**src/verilog/timer_pkg.sv**
```systemverilog
// Purpose: Shared constants for the dual timer/counter block.
// Assumes: One 250 MHz system clock, special function register access.
// Notes:   Offsets are special function register addresses.
package timer_pkg;

  // ****************************************************************
  // Register addresses
  // ****************************************************************
  localparam logic [7:0] ADDR_RUN_FLAG    = 8'h88;
  localparam logic [7:0] ADDR_MODE        = 8'h89;
  localparam logic [7:0] ADDR_FIRST_LOW   = 8'h8A;
  localparam logic [7:0] ADDR_SECOND_LOW  = 8'h8B;
  localparam logic [7:0] ADDR_FIRST_HIGH  = 8'h8C;
  localparam logic [7:0] ADDR_SECOND_HIGH = 8'h8D;
  localparam logic [7:0] ADDR_DIVIDE      = 8'h8E;

  // ****************************************************************
  // Field positions
  // ****************************************************************
  localparam int BIT_SECOND_FLAG   = 7;
  localparam int BIT_SECOND_RUN    = 6;
  localparam int BIT_FIRST_FLAG    = 5;
  localparam int BIT_FIRST_RUN     = 4;
  localparam int BIT_SECOND_SOURCE = 6;
  localparam int BIT_SECOND_MODE_HI = 5;
  localparam int BIT_SECOND_MODE_LO = 4;
  localparam int BIT_FIRST_SOURCE  = 2;
  localparam int BIT_FIRST_MODE_HI = 1;
  localparam int BIT_FIRST_MODE_LO = 0;
  localparam int BIT_FIRST_DIV     = 0;
  localparam int BIT_SECOND_DIV    = 1;
  localparam int BIT_THIRD_DIV     = 2;

  // Writable bits of the mode register; bits 7 and 3 read as zero.
  localparam logic [7:0] MODE_WRITE_MASK = 8'h77;

  // ****************************************************************
  // Reset values
  // ****************************************************************
  localparam logic [7:0] COUNT_RESET  = 8'h00;
  localparam logic [7:0] MODE_RESET   = 8'h00;
  localparam logic [2:0] DIVIDE_RESET = 3'h0;
  localparam logic       BIT_RESET    = 1'b0;

  // ****************************************************************
  // Operating modes
  // ****************************************************************
  typedef logic [1:0] mode_t;
  localparam mode_t MODE_13BIT  = 2'h0;
  localparam mode_t MODE_16BIT  = 2'h1;
  localparam mode_t MODE_RELOAD = 2'h2;
  localparam mode_t MODE_SPLIT  = 2'h3;

  // ****************************************************************
  // Prescaler
  // ****************************************************************
  localparam int              PRESCALE_DIV   = 12;
  localparam int              PRESCALE_W     = 4;
  localparam logic [3:0]      PRESCALE_LAST  = 4'(PRESCALE_DIV - 1);
  localparam logic [3:0]      PRESCALE_RESET = 4'h0;

endpackage : timer_pkg

```
**src/verilog/fall_detect.sv**
```systemverilog
// Purpose: Synchronise a count pin and flag its high-to-low edges.
// Assumes: The pin is asynchronous to mclk.
// Notes:   The edge pulse lags the pin by two mclk edges.
`timescale 1ns/1ps
module fall_detect (
  input  wire logic mclk,
  input  wire logic rst,
  input  wire logic pin,
  output logic      fall
);

  logic sync1_reg, sync2_reg, prev_reg;
  logic sync1_next, sync2_next, prev_next;

  always_comb begin
    sync1_next = pin;
    sync2_next = sync1_reg;
    prev_next  = sync2_reg;
  end

  // Pin idles high, so reset to one to avoid a false edge.
  always_ff @(posedge mclk) begin
    if (rst) begin
      sync1_reg <= 1'b1;
      sync2_reg <= 1'b1;
      prev_reg  <= 1'b1;
    end else begin
      sync1_reg <= sync1_next;
      sync2_reg <= sync2_next;
      prev_reg  <= prev_next;
    end
  end

  // Only registered samples feed the edge, so one pulse counts once.
  assign fall = prev_reg & ~sync2_reg;

endmodule : fall_detect

```
**src/verilog/prescaler.sv**
```systemverilog
// Purpose: Divide the system clock by twelve as a one-cycle tick.
// Assumes: Free-running from reset release.
// Notes:   Tick is a registered pulse once every twelve cycles.
`timescale 1ns/1ps
module prescaler (
  input  wire logic mclk,
  input  wire logic rst,
  output logic      tick
);

  logic [timer_pkg::PRESCALE_W-1:0] count_reg, count_next;
  logic                             tick_reg, tick_next;

  always_comb begin
    if (count_reg == timer_pkg::PRESCALE_LAST) begin
      count_next = timer_pkg::PRESCALE_RESET;
    end else begin
      count_next = count_reg + 4'h1;
    end
    tick_next = (count_reg == timer_pkg::PRESCALE_LAST);
  end

  always_ff @(posedge mclk) begin
    if (rst) begin
      count_reg <= timer_pkg::PRESCALE_RESET;
      tick_reg  <= 1'b0;
    end else begin
      count_reg <= count_next;
      tick_reg  <= tick_next;
    end
  end

  assign tick = tick_reg;

endmodule : prescaler

```
**src/verilog/dual_timer_counter.sv**
```systemverilog
// Purpose: Two up-counting timer/counters behind special function regs.
// Assumes: Single mclk domain; count pins are asynchronous.
// Notes:   Read data appears one cycle after the read strobe.
//
// Contract
// - Each unit increments from internal clock or its external pin.
// - Counter operation adds exactly one per detected pin pulse.
// - A unit counts only while its run bit is one; in mode 3 the first unit's high byte follows the second run bit.
// - Timer source per unit is system clock or system clock over 12.
// - First unit has four modes, second unit three.
// - Mode fields: second at bits 5:4, first at 1:0.
// - Mode 0 is 13 bits: high byte plus low five bits.
// - Mode 1 is a full 16-bit counter.
// - Mode 2 counts low byte, reloads it from high byte on overflow.
// - Second unit in mode 3 stops and holds its counts.
// - First unit mode 3 splits into two 8-bit counters.
// - Source-select bit: zero timer, one external pin counter.
// - Overflow sets flag; interrupt vectoring clears it.
// - Divide-select bit zero picks over twelve, one picks undivided.
// - Setting run bit keeps count; counting resumes from held value.
// - A high-to-low pin transition is the counting event.
`timescale 1ns/1ps
module dual_timer_counter (
  input  wire logic       mclk,
  input  wire logic       rst,
  input  wire logic [7:0] sfr_addr,
  input  wire logic [7:0] sfr_wdata,
  input  wire logic       sfr_we,
  input  wire logic       sfr_re,
  input  wire logic       first_int_ack,
  input  wire logic       second_int_ack,
  input  wire logic       first_count_pin,
  input  wire logic       second_count_pin,
  output logic      [7:0] sfr_rdata,
  output logic            first_overflow_flag,
  output logic            second_overflow_flag
);

  // ****************************************************************
  // Helper functions
  // ****************************************************************
  function automatic logic sfr_hit(input logic [7:0] addr,
                                   input logic [7:0] target);
    sfr_hit = (addr == target);
  endfunction : sfr_hit

  // Returns {overflow, value} of one 8-bit increment step.
  function automatic logic [8:0] step8(input logic [7:0] v,
                                       input logic       inc);
    step8 = {1'b0, v} + {8'h00, inc};
  endfunction : step8

  // Returns {overflow, high, low} for modes 0, 1 and 2.
  function automatic logic [16:0] step16(input timer_pkg::mode_t mode,
                                         input logic [7:0] th,
                                         input logic [7:0] tl,
                                         input logic       inc);
    logic [5:0]  low5;
    logic [8:0]  high;
    logic [16:0] full;
    logic [8:0]  low8;
    low5 = {1'b0, tl[4:0]} + {5'h00, inc};
    high = {1'b0, th} + {8'h00, low5[5]};
    full = {1'b0, th, tl} + {16'h0000, inc};
    low8 = step8(tl, inc);
    case (mode)
      timer_pkg::MODE_13BIT: begin
        // Upper three low-byte bits do not take part in the count.
        step16 = {high[8], high[7:0], tl[7:5], low5[4:0]};
      end
      timer_pkg::MODE_16BIT: begin
        step16 = full;
      end
      timer_pkg::MODE_RELOAD: begin
        step16 = {low8[8], th, low8[8] ? th : low8[7:0]};
      end
      default: begin
        step16 = {1'b0, th, tl};
      end
    endcase
  endfunction : step16

  // ****************************************************************
  // State
  // ****************************************************************
  logic       first_run_reg,  first_run_next;
  logic       second_run_reg, second_run_next;
  logic       first_flag_reg, first_flag_next;
  logic       second_flag_reg, second_flag_next;
  logic [7:0] mode_reg,       mode_next;
  logic [2:0] divide_reg,     divide_next;
  logic [7:0] first_count_low_reg,   first_count_low_next;
  logic [7:0] first_count_high_reg,  first_count_high_next;
  logic [7:0] second_count_low_reg,  second_count_low_next;
  logic [7:0] second_count_high_reg, second_count_high_next;
  logic [7:0] rdata_reg,      rdata_next;

  // ****************************************************************
  // Count sources
  // ****************************************************************
  logic [1:0] pins;
  logic [1:0] fall;
  logic       tick12;

  assign pins = {second_count_pin, first_count_pin};

  generate
    for (genvar i = 0; i < 2; i++) begin : g_pin
      fall_detect u_fall (
        .mclk (mclk),
        .rst  (rst),
        .pin  (pins[i]),
        .fall (fall[i])
      );
    end
  endgenerate

  prescaler u_prescaler (
    .mclk (mclk),
    .rst  (rst),
    .tick (tick12)
  );

  timer_pkg::mode_t first_mode, second_mode;
  logic first_source, second_source;
  logic first_timer_tick, second_timer_tick;
  logic first_inc, second_inc, split_high_inc;
  logic wr_ctrl, wr_mode, wr_div, wr_f_low, wr_f_high, wr_s_low, wr_s_high;

  assign first_mode = {mode_reg[timer_pkg::BIT_FIRST_MODE_HI],
                       mode_reg[timer_pkg::BIT_FIRST_MODE_LO]};
  assign second_mode = {mode_reg[timer_pkg::BIT_SECOND_MODE_HI],
                        mode_reg[timer_pkg::BIT_SECOND_MODE_LO]};
  assign first_source  = mode_reg[timer_pkg::BIT_FIRST_SOURCE];
  assign second_source = mode_reg[timer_pkg::BIT_SECOND_SOURCE];

  // Divide bit one selects every cycle, zero the twelve-cycle tick.
  assign first_timer_tick  = divide_reg[timer_pkg::BIT_FIRST_DIV] |
                             tick12;
  assign second_timer_tick = divide_reg[timer_pkg::BIT_SECOND_DIV] |
                             tick12;

  // Source select: zero internal tick, one external pin edge.
  assign first_inc = first_run_reg &
                     (first_source ? fall[0] : first_timer_tick);
  assign second_inc = second_run_reg &
                      (second_source ? fall[1] : second_timer_tick);
  // Split high byte counts only internal ticks under the second run bit.
  assign split_high_inc = (first_mode == timer_pkg::MODE_SPLIT) &
                          second_run_reg & first_timer_tick;

  assign wr_ctrl   = sfr_we & sfr_hit(sfr_addr, timer_pkg::ADDR_RUN_FLAG);
  assign wr_mode   = sfr_we & sfr_hit(sfr_addr, timer_pkg::ADDR_MODE);
  assign wr_div    = sfr_we & sfr_hit(sfr_addr, timer_pkg::ADDR_DIVIDE);
  assign wr_f_low  = sfr_we & sfr_hit(sfr_addr, timer_pkg::ADDR_FIRST_LOW);
  assign wr_f_high = sfr_we & sfr_hit(sfr_addr, timer_pkg::ADDR_FIRST_HIGH);
  assign wr_s_low  = sfr_we & sfr_hit(sfr_addr, timer_pkg::ADDR_SECOND_LOW);
  assign wr_s_high = sfr_we & sfr_hit(sfr_addr, timer_pkg::ADDR_SECOND_HIGH);

  // ****************************************************************
  // Counters and flags
  // ****************************************************************
  logic        first_ovf, second_ovf, split_ovf;
  logic [16:0] first_step, second_step;
  logic [8:0]  split_low, split_high;

  always_comb begin
    first_step  = step16(first_mode, first_count_high_reg,
                         first_count_low_reg, first_inc);
    second_step = step16(second_mode, second_count_high_reg,
                         second_count_low_reg, second_inc);
    split_low   = step8(first_count_low_reg, first_inc);
    split_high  = step8(first_count_high_reg, split_high_inc);
    if (first_mode == timer_pkg::MODE_SPLIT) begin
      first_ovf             = split_low[8];
      split_ovf             = split_high[8];
      first_count_low_next  = split_low[7:0];
      first_count_high_next = split_high[7:0];
    end else begin
      first_ovf             = first_step[16];
      split_ovf             = 1'b0;
      first_count_high_next = first_step[15:8];
      first_count_low_next  = first_step[7:0];
    end
    // Second unit has no split mode: it simply holds there.
    if (second_mode == timer_pkg::MODE_SPLIT) begin
      second_ovf             = 1'b0;
      second_count_high_next = second_count_high_reg;
      second_count_low_next  = second_count_low_reg;
    end else begin
      second_ovf             = second_step[16];
      second_count_high_next = second_step[15:8];
      second_count_low_next  = second_step[7:0];
    end
    // A software write to a count byte takes precedence over counting.
    if (wr_f_low)  first_count_low_next   = sfr_wdata;
    if (wr_f_high) first_count_high_next  = sfr_wdata;
    if (wr_s_low)  second_count_low_next  = sfr_wdata;
    if (wr_s_high) second_count_high_next = sfr_wdata;
  end

  always_comb begin
    // Run bits change only by software; the run edge never clears counts.
    first_run_next  = wr_ctrl ? sfr_wdata[timer_pkg::BIT_FIRST_RUN]
                              : first_run_reg;
    second_run_next = wr_ctrl ? sfr_wdata[timer_pkg::BIT_SECOND_RUN]
                              : second_run_reg;
    // A hardware overflow wins over an acknowledge or a software clear.
    first_flag_next = first_ovf |
      (wr_ctrl ? sfr_wdata[timer_pkg::BIT_FIRST_FLAG]
               : first_flag_reg & ~first_int_ack);
    second_flag_next = second_ovf | split_ovf |
      (wr_ctrl ? sfr_wdata[timer_pkg::BIT_SECOND_FLAG]
               : second_flag_reg & ~second_int_ack);
    mode_next   = wr_mode ? (sfr_wdata & timer_pkg::MODE_WRITE_MASK)
                          : mode_reg;
    divide_next = wr_div ? sfr_wdata[2:0] : divide_reg;
  end

  // ****************************************************************
  // Read port
  // ****************************************************************
  always_comb begin
    rdata_next = rdata_reg;
    if (sfr_re) begin
      case (sfr_addr)
        timer_pkg::ADDR_RUN_FLAG: begin
          rdata_next = {second_flag_reg, second_run_reg,
                        first_flag_reg, first_run_reg, 4'h0};
        end
        timer_pkg::ADDR_MODE:        rdata_next = mode_reg;
        timer_pkg::ADDR_FIRST_LOW:   rdata_next = first_count_low_reg;
        timer_pkg::ADDR_SECOND_LOW:  rdata_next = second_count_low_reg;
        timer_pkg::ADDR_FIRST_HIGH:  rdata_next = first_count_high_reg;
        timer_pkg::ADDR_SECOND_HIGH: rdata_next = second_count_high_reg;
        timer_pkg::ADDR_DIVIDE:      rdata_next = {5'h00, divide_reg};
        default:                     rdata_next = 8'h00;
      endcase
    end
  end

  always_ff @(posedge mclk) begin
    if (rst) begin
      first_run_reg         <= timer_pkg::BIT_RESET;
      second_run_reg        <= timer_pkg::BIT_RESET;
      first_flag_reg        <= timer_pkg::BIT_RESET;
      second_flag_reg       <= timer_pkg::BIT_RESET;
      mode_reg              <= timer_pkg::MODE_RESET;
      divide_reg            <= timer_pkg::DIVIDE_RESET;
      first_count_low_reg   <= timer_pkg::COUNT_RESET;
      first_count_high_reg  <= timer_pkg::COUNT_RESET;
      second_count_low_reg  <= timer_pkg::COUNT_RESET;
      second_count_high_reg <= timer_pkg::COUNT_RESET;
      rdata_reg             <= timer_pkg::COUNT_RESET;
    end else begin
      first_run_reg         <= first_run_next;
      second_run_reg        <= second_run_next;
      first_flag_reg        <= first_flag_next;
      second_flag_reg       <= second_flag_next;
      mode_reg              <= mode_next;
      divide_reg            <= divide_next;
      first_count_low_reg   <= first_count_low_next;
      first_count_high_reg  <= first_count_high_next;
      second_count_low_reg  <= second_count_low_next;
      second_count_high_reg <= second_count_high_next;
      rdata_reg             <= rdata_next;
    end
  end

  assign sfr_rdata            = rdata_reg;
  assign first_overflow_flag  = first_flag_reg;
  assign second_overflow_flag = second_flag_reg;

  logic first_quiet, second_quiet;
  assign first_quiet  = !wr_f_low && !wr_f_high && !wr_mode && !wr_ctrl;
  assign second_quiet = !wr_s_low && !wr_s_high && !wr_mode && !wr_ctrl;
endmodule : dual_timer_counter

```
**config.mk**
```make
export PLATFORM = sky130hd
export DESIGN_NAME = dual_timer_counter
export DESIGN_NICKNAME = d
export VERILOG_FILES = /design/src/verilog/timer_pkg.sv /design/src/verilog/fall_detect.sv /design/src/verilog/prescaler.sv /design/src/verilog/dual_timer_counter.sv
export SDC_FILE = /design/constraint.sdc
export NUM_CORES = 1
export LEC_CHECK = 0
export BUFFER_PORTS_ARGS = -buffer_cell sky130_fd_sc_hd__buf_2
export CORE_MARGIN = 2
export CORE_UTILIZATION = 56
export CTS_CLUSTER_SIZE = 8
export DETAILED_ROUTE_END_ITERATION = 8
export HOLD_SLACK_MARGIN = 0.03
export PLACE_DENSITY = 0.78
export RECOVER_POWER = 50
export SLEW_MARGIN = 20
export SYNTH_ARGS = -nofsm -noshare
export SYNTH_HDL_FRONTEND = slang
export SYNTH_SLANG_ARGS = --single-unit
```
**constraint.sdc**
```tcl
create_clock -name mclk -period 2.7 [get_ports mclk]
set_input_delay 0.54 -clock mclk [delete_from_list [all_inputs] [get_ports mclk]]
set_output_delay 0.54 -clock mclk [all_outputs]
set_load 0.05 [all_outputs]
```
==> impl_metrics.env <==
export IMPL_multi_input_area_sq_um=3240
export IMPL_initial_core_util=0.579
export IMPL_p_leak_nw=1.93
export IMPL_cts_buffer_depth=2
export IMPL_syn_area_sq_um=4780
export IMPL_diodes=0
export IMPL_status="completed"
export IMPL_cts_tree="yes"
export IMPL_hpwl_microns=12000
export IMPL_hp_class="input pin to flip-flop"
export IMPL_synth_seq_cells=64
export IMPL_p_per_area_nw_per_um2=393
export IMPL_vias_per_cell=6.98
export IMPL_n_fill_cell=758
export IMPL_drive_gt1_frac=0.127
export IMPL_antenna_found_initial=0
export IMPL_dp_cells=741
export IMPL_path_cells="nor2_1 > o21ai_0 > and2_1 > ha_1 > nand2_1 > nor2_2 > ha_4 > buf_4 > nand3_1 > xnor2_1 > a221o_1 > a31o_1"
export IMPL_h_tree_depth=3
export IMPL_netlist_top_cells_area="dfxtp_1, ha_1, nand2_1, nor2_1, nand3_1"
export IMPL_pin_count=34
export IMPL_area_delta_synth_final_pct=10.4
export IMPL_slowest_delay_ns=0.38
export IMPL_grt_max_degree=43
export IMPL_cts_sinks=64
export IMPL_wirelength_microns=16200
export IMPL_crit_type="flip-flop to flip-flop"
export IMPL_grt_overflow=0
export IMPL_dieHeight_microns=96.4
export IMPL_drt_pre_antenna_iters=5
export IMPL_root_buffer="clkbuf_8"
export IMPL_crit_arrival_ns=2.85
export IMPL_routedWlPerCell_microns=21.3
export IMPL_vias=5301
export IMPL_crit_slowest_cell="a221o_1"
export IMPL_grt_pass1_wl_microns=25100
export IMPL_yosys_cell_types_count=77
export IMPL_synth_top_area_frac=0.268
export IMPL_post_route_min_period_ns=2.59
export IMPL_end_kind="flip-flop"
export IMPL_hold_buffers=0
export IMPL_yosysMostFrequentCell="dfxtp_1"
export IMPL_synth_edf_count=0
export IMPL_finalCritPeriodShare=0.960
export IMPL_crit_required_ns=2.95
export IMPL_port_buffers=33
export IMPL_fin_nets=693
export IMPL_slew_violations=0
export IMPL_synth_flop_cell="dfxtp_1"
export IMPL_path_clk_slew_ns=0.08
export IMPL_netlist_instances=628
export IMPL_hold_violations=0
export IMPL_synth_commonest_cells="dfxtp_1, nand2_1, nor2_1"
export IMPL_synth_largest_area_cell="dfxtp_1"
export IMPL_yosys_warnings=0
export IMPL_drtIter0Drc=631
export IMPL_slew_headroom=0.451
export IMPL_skew_ns=0.0123
export IMPL_async_flop_share=0
export IMPL_detail_route_antenna_nets=0
export IMPL_fmax_mhz=386
export IMPL_seqCellArea_sq_um=1280
export IMPL_std_cell_rows=33
export IMPL_cts_buffers=9
export IMPL_crit_path_start_kind="flip-flop"
export IMPL_ir_drop_mv=0.391
export IMPL_synth_nets=672
export IMPL_die_area_sq_um=9290
export IMPL_grt_usage=0.358
export IMPL_instances_no_fill=759
export IMPL_setup_viol=0
export IMPL_coreArea_sq_um=8260
export IMPL_routabilityCongestion=0.969
export IMPL_drv_cap=0
export IMPL_post_route_util=0.640
export IMPL_grt_pass1_vias=4836
export IMPL_hold_slack_ns=0.367
export IMPL_avgSynthCellArea_sq_um=7.61
export IMPL_die_w_microns=96.4
export IMPL_worst_pin_slew_ns=0.824
export IMPL_clock_latency_ns=0.36
export IMPL_critical_path_peak_fanout=6
export IMPL_drc=0
export IMPL_ys_seq_area_frac=0.268
## critical path: cells and delay by family, from the launching register on
| family | cells | cell delay (ns) |
|---|---|---|
| buffers and inverters | 1 | 0.12 |
| AND/OR/NAND/NOR | 5 | 0.68 |
| AO/OA/AOI/OAI | 3 | 0.79 |
| adder cells (fa/ha/maj) | 2 | 0.38 |
| flip-flops | 1 | 0.37 |
| XOR/XNOR | 1 | 0.16 |
## final timing paths
kind / startpoint / end / slack [ns] / depth (start not counted)
worst max-delay path: divide_reg[0] / first_count_high_reg[3] / 0.11 / 12
worst min-delay path: second_count_pin / g_pin[1].u_fall.sync1_reg / 0.37 / 2
worst max register to register: divide_reg[0] / first_count_high_reg[3] / 0.11 / 12
worst min register to register: g_pin[1].u_fall.sync1_reg / g_pin[1].u_fall.prev_next / 0.42 / 1
## repair_timing
action | in CTS | in global routing
setup buffers | 0 | 2
gates resized for setup | 0 | 5
endpoints found under the hold margin | 0 | 0
setup endpoints to repair | 0 | 9
## metrics by stage
step           cell area (sq um)  setup TNS (ns)  setup WS (ns)  power, mW
2_1_floorplan               4780               0         0.0450       1.07
3_3_place_gp                5050               0          0.191       1.13
3_5_place_dp                5050               0         0.0747       1.13
4_1_cts                     5280               0         0.0524       2.08
5_1_grt                     5280         -0.0240        -0.0240       2.13
6_report                    5280               0          0.107       2.07
## cell usage in the layout, fill, tap and decap left out, types with 19 or more instances in the layout
master,count
nor2_1,47
nand3_1,34
a21oi_1,33
dfxtp_1,64
nand2_1,58
inv_1,19
ha_1,19
o21ai_0,26
buf_4,22
buf_2,20
## layer usage
metal | vias up | global-route usage | routed length, microns
met5 | - | 0 | 0
met4 | 0 | 0.168 | 713
met3 | 67 | 0.0838 | 1920
met2 | 366 | 0.546 | 7090
met1 | 2465 | 0.478 | 6470
li1 | 2403 | - | -
## logic make-up (layout without fill, tap and decap cells)
group	after synthesis	in the layout	share of synthesized area
fa+ha+maj	20	20	0.0523
simple gates	263	263	0.289
compound gates	179	179	0.261
xor+xnor	15	15	0.0275
buf+inv	67	93	0.0557
flops	64	64	0.268
mux	20	20	0.0466
## power by group
part           internal [mW]  total [mW]  switching [mW]
Combinational         0.0484       0.145          0.0967
Sequential             0.953       0.963         0.00948
Clock                  0.529       0.967           0.438
Total                   1.53        2.07           0.544
## layout make-up
type	count	share of cell area
clock buffers	9	0.0235
clock inverters	7	0.0194
inverters	20	0.0142
multi-input cells	497	0.614
flip-flops and latches	64	0.243
well taps	105	0.0249
repair buffers	57	0.0611
Power figures use the tool's default switching activity.
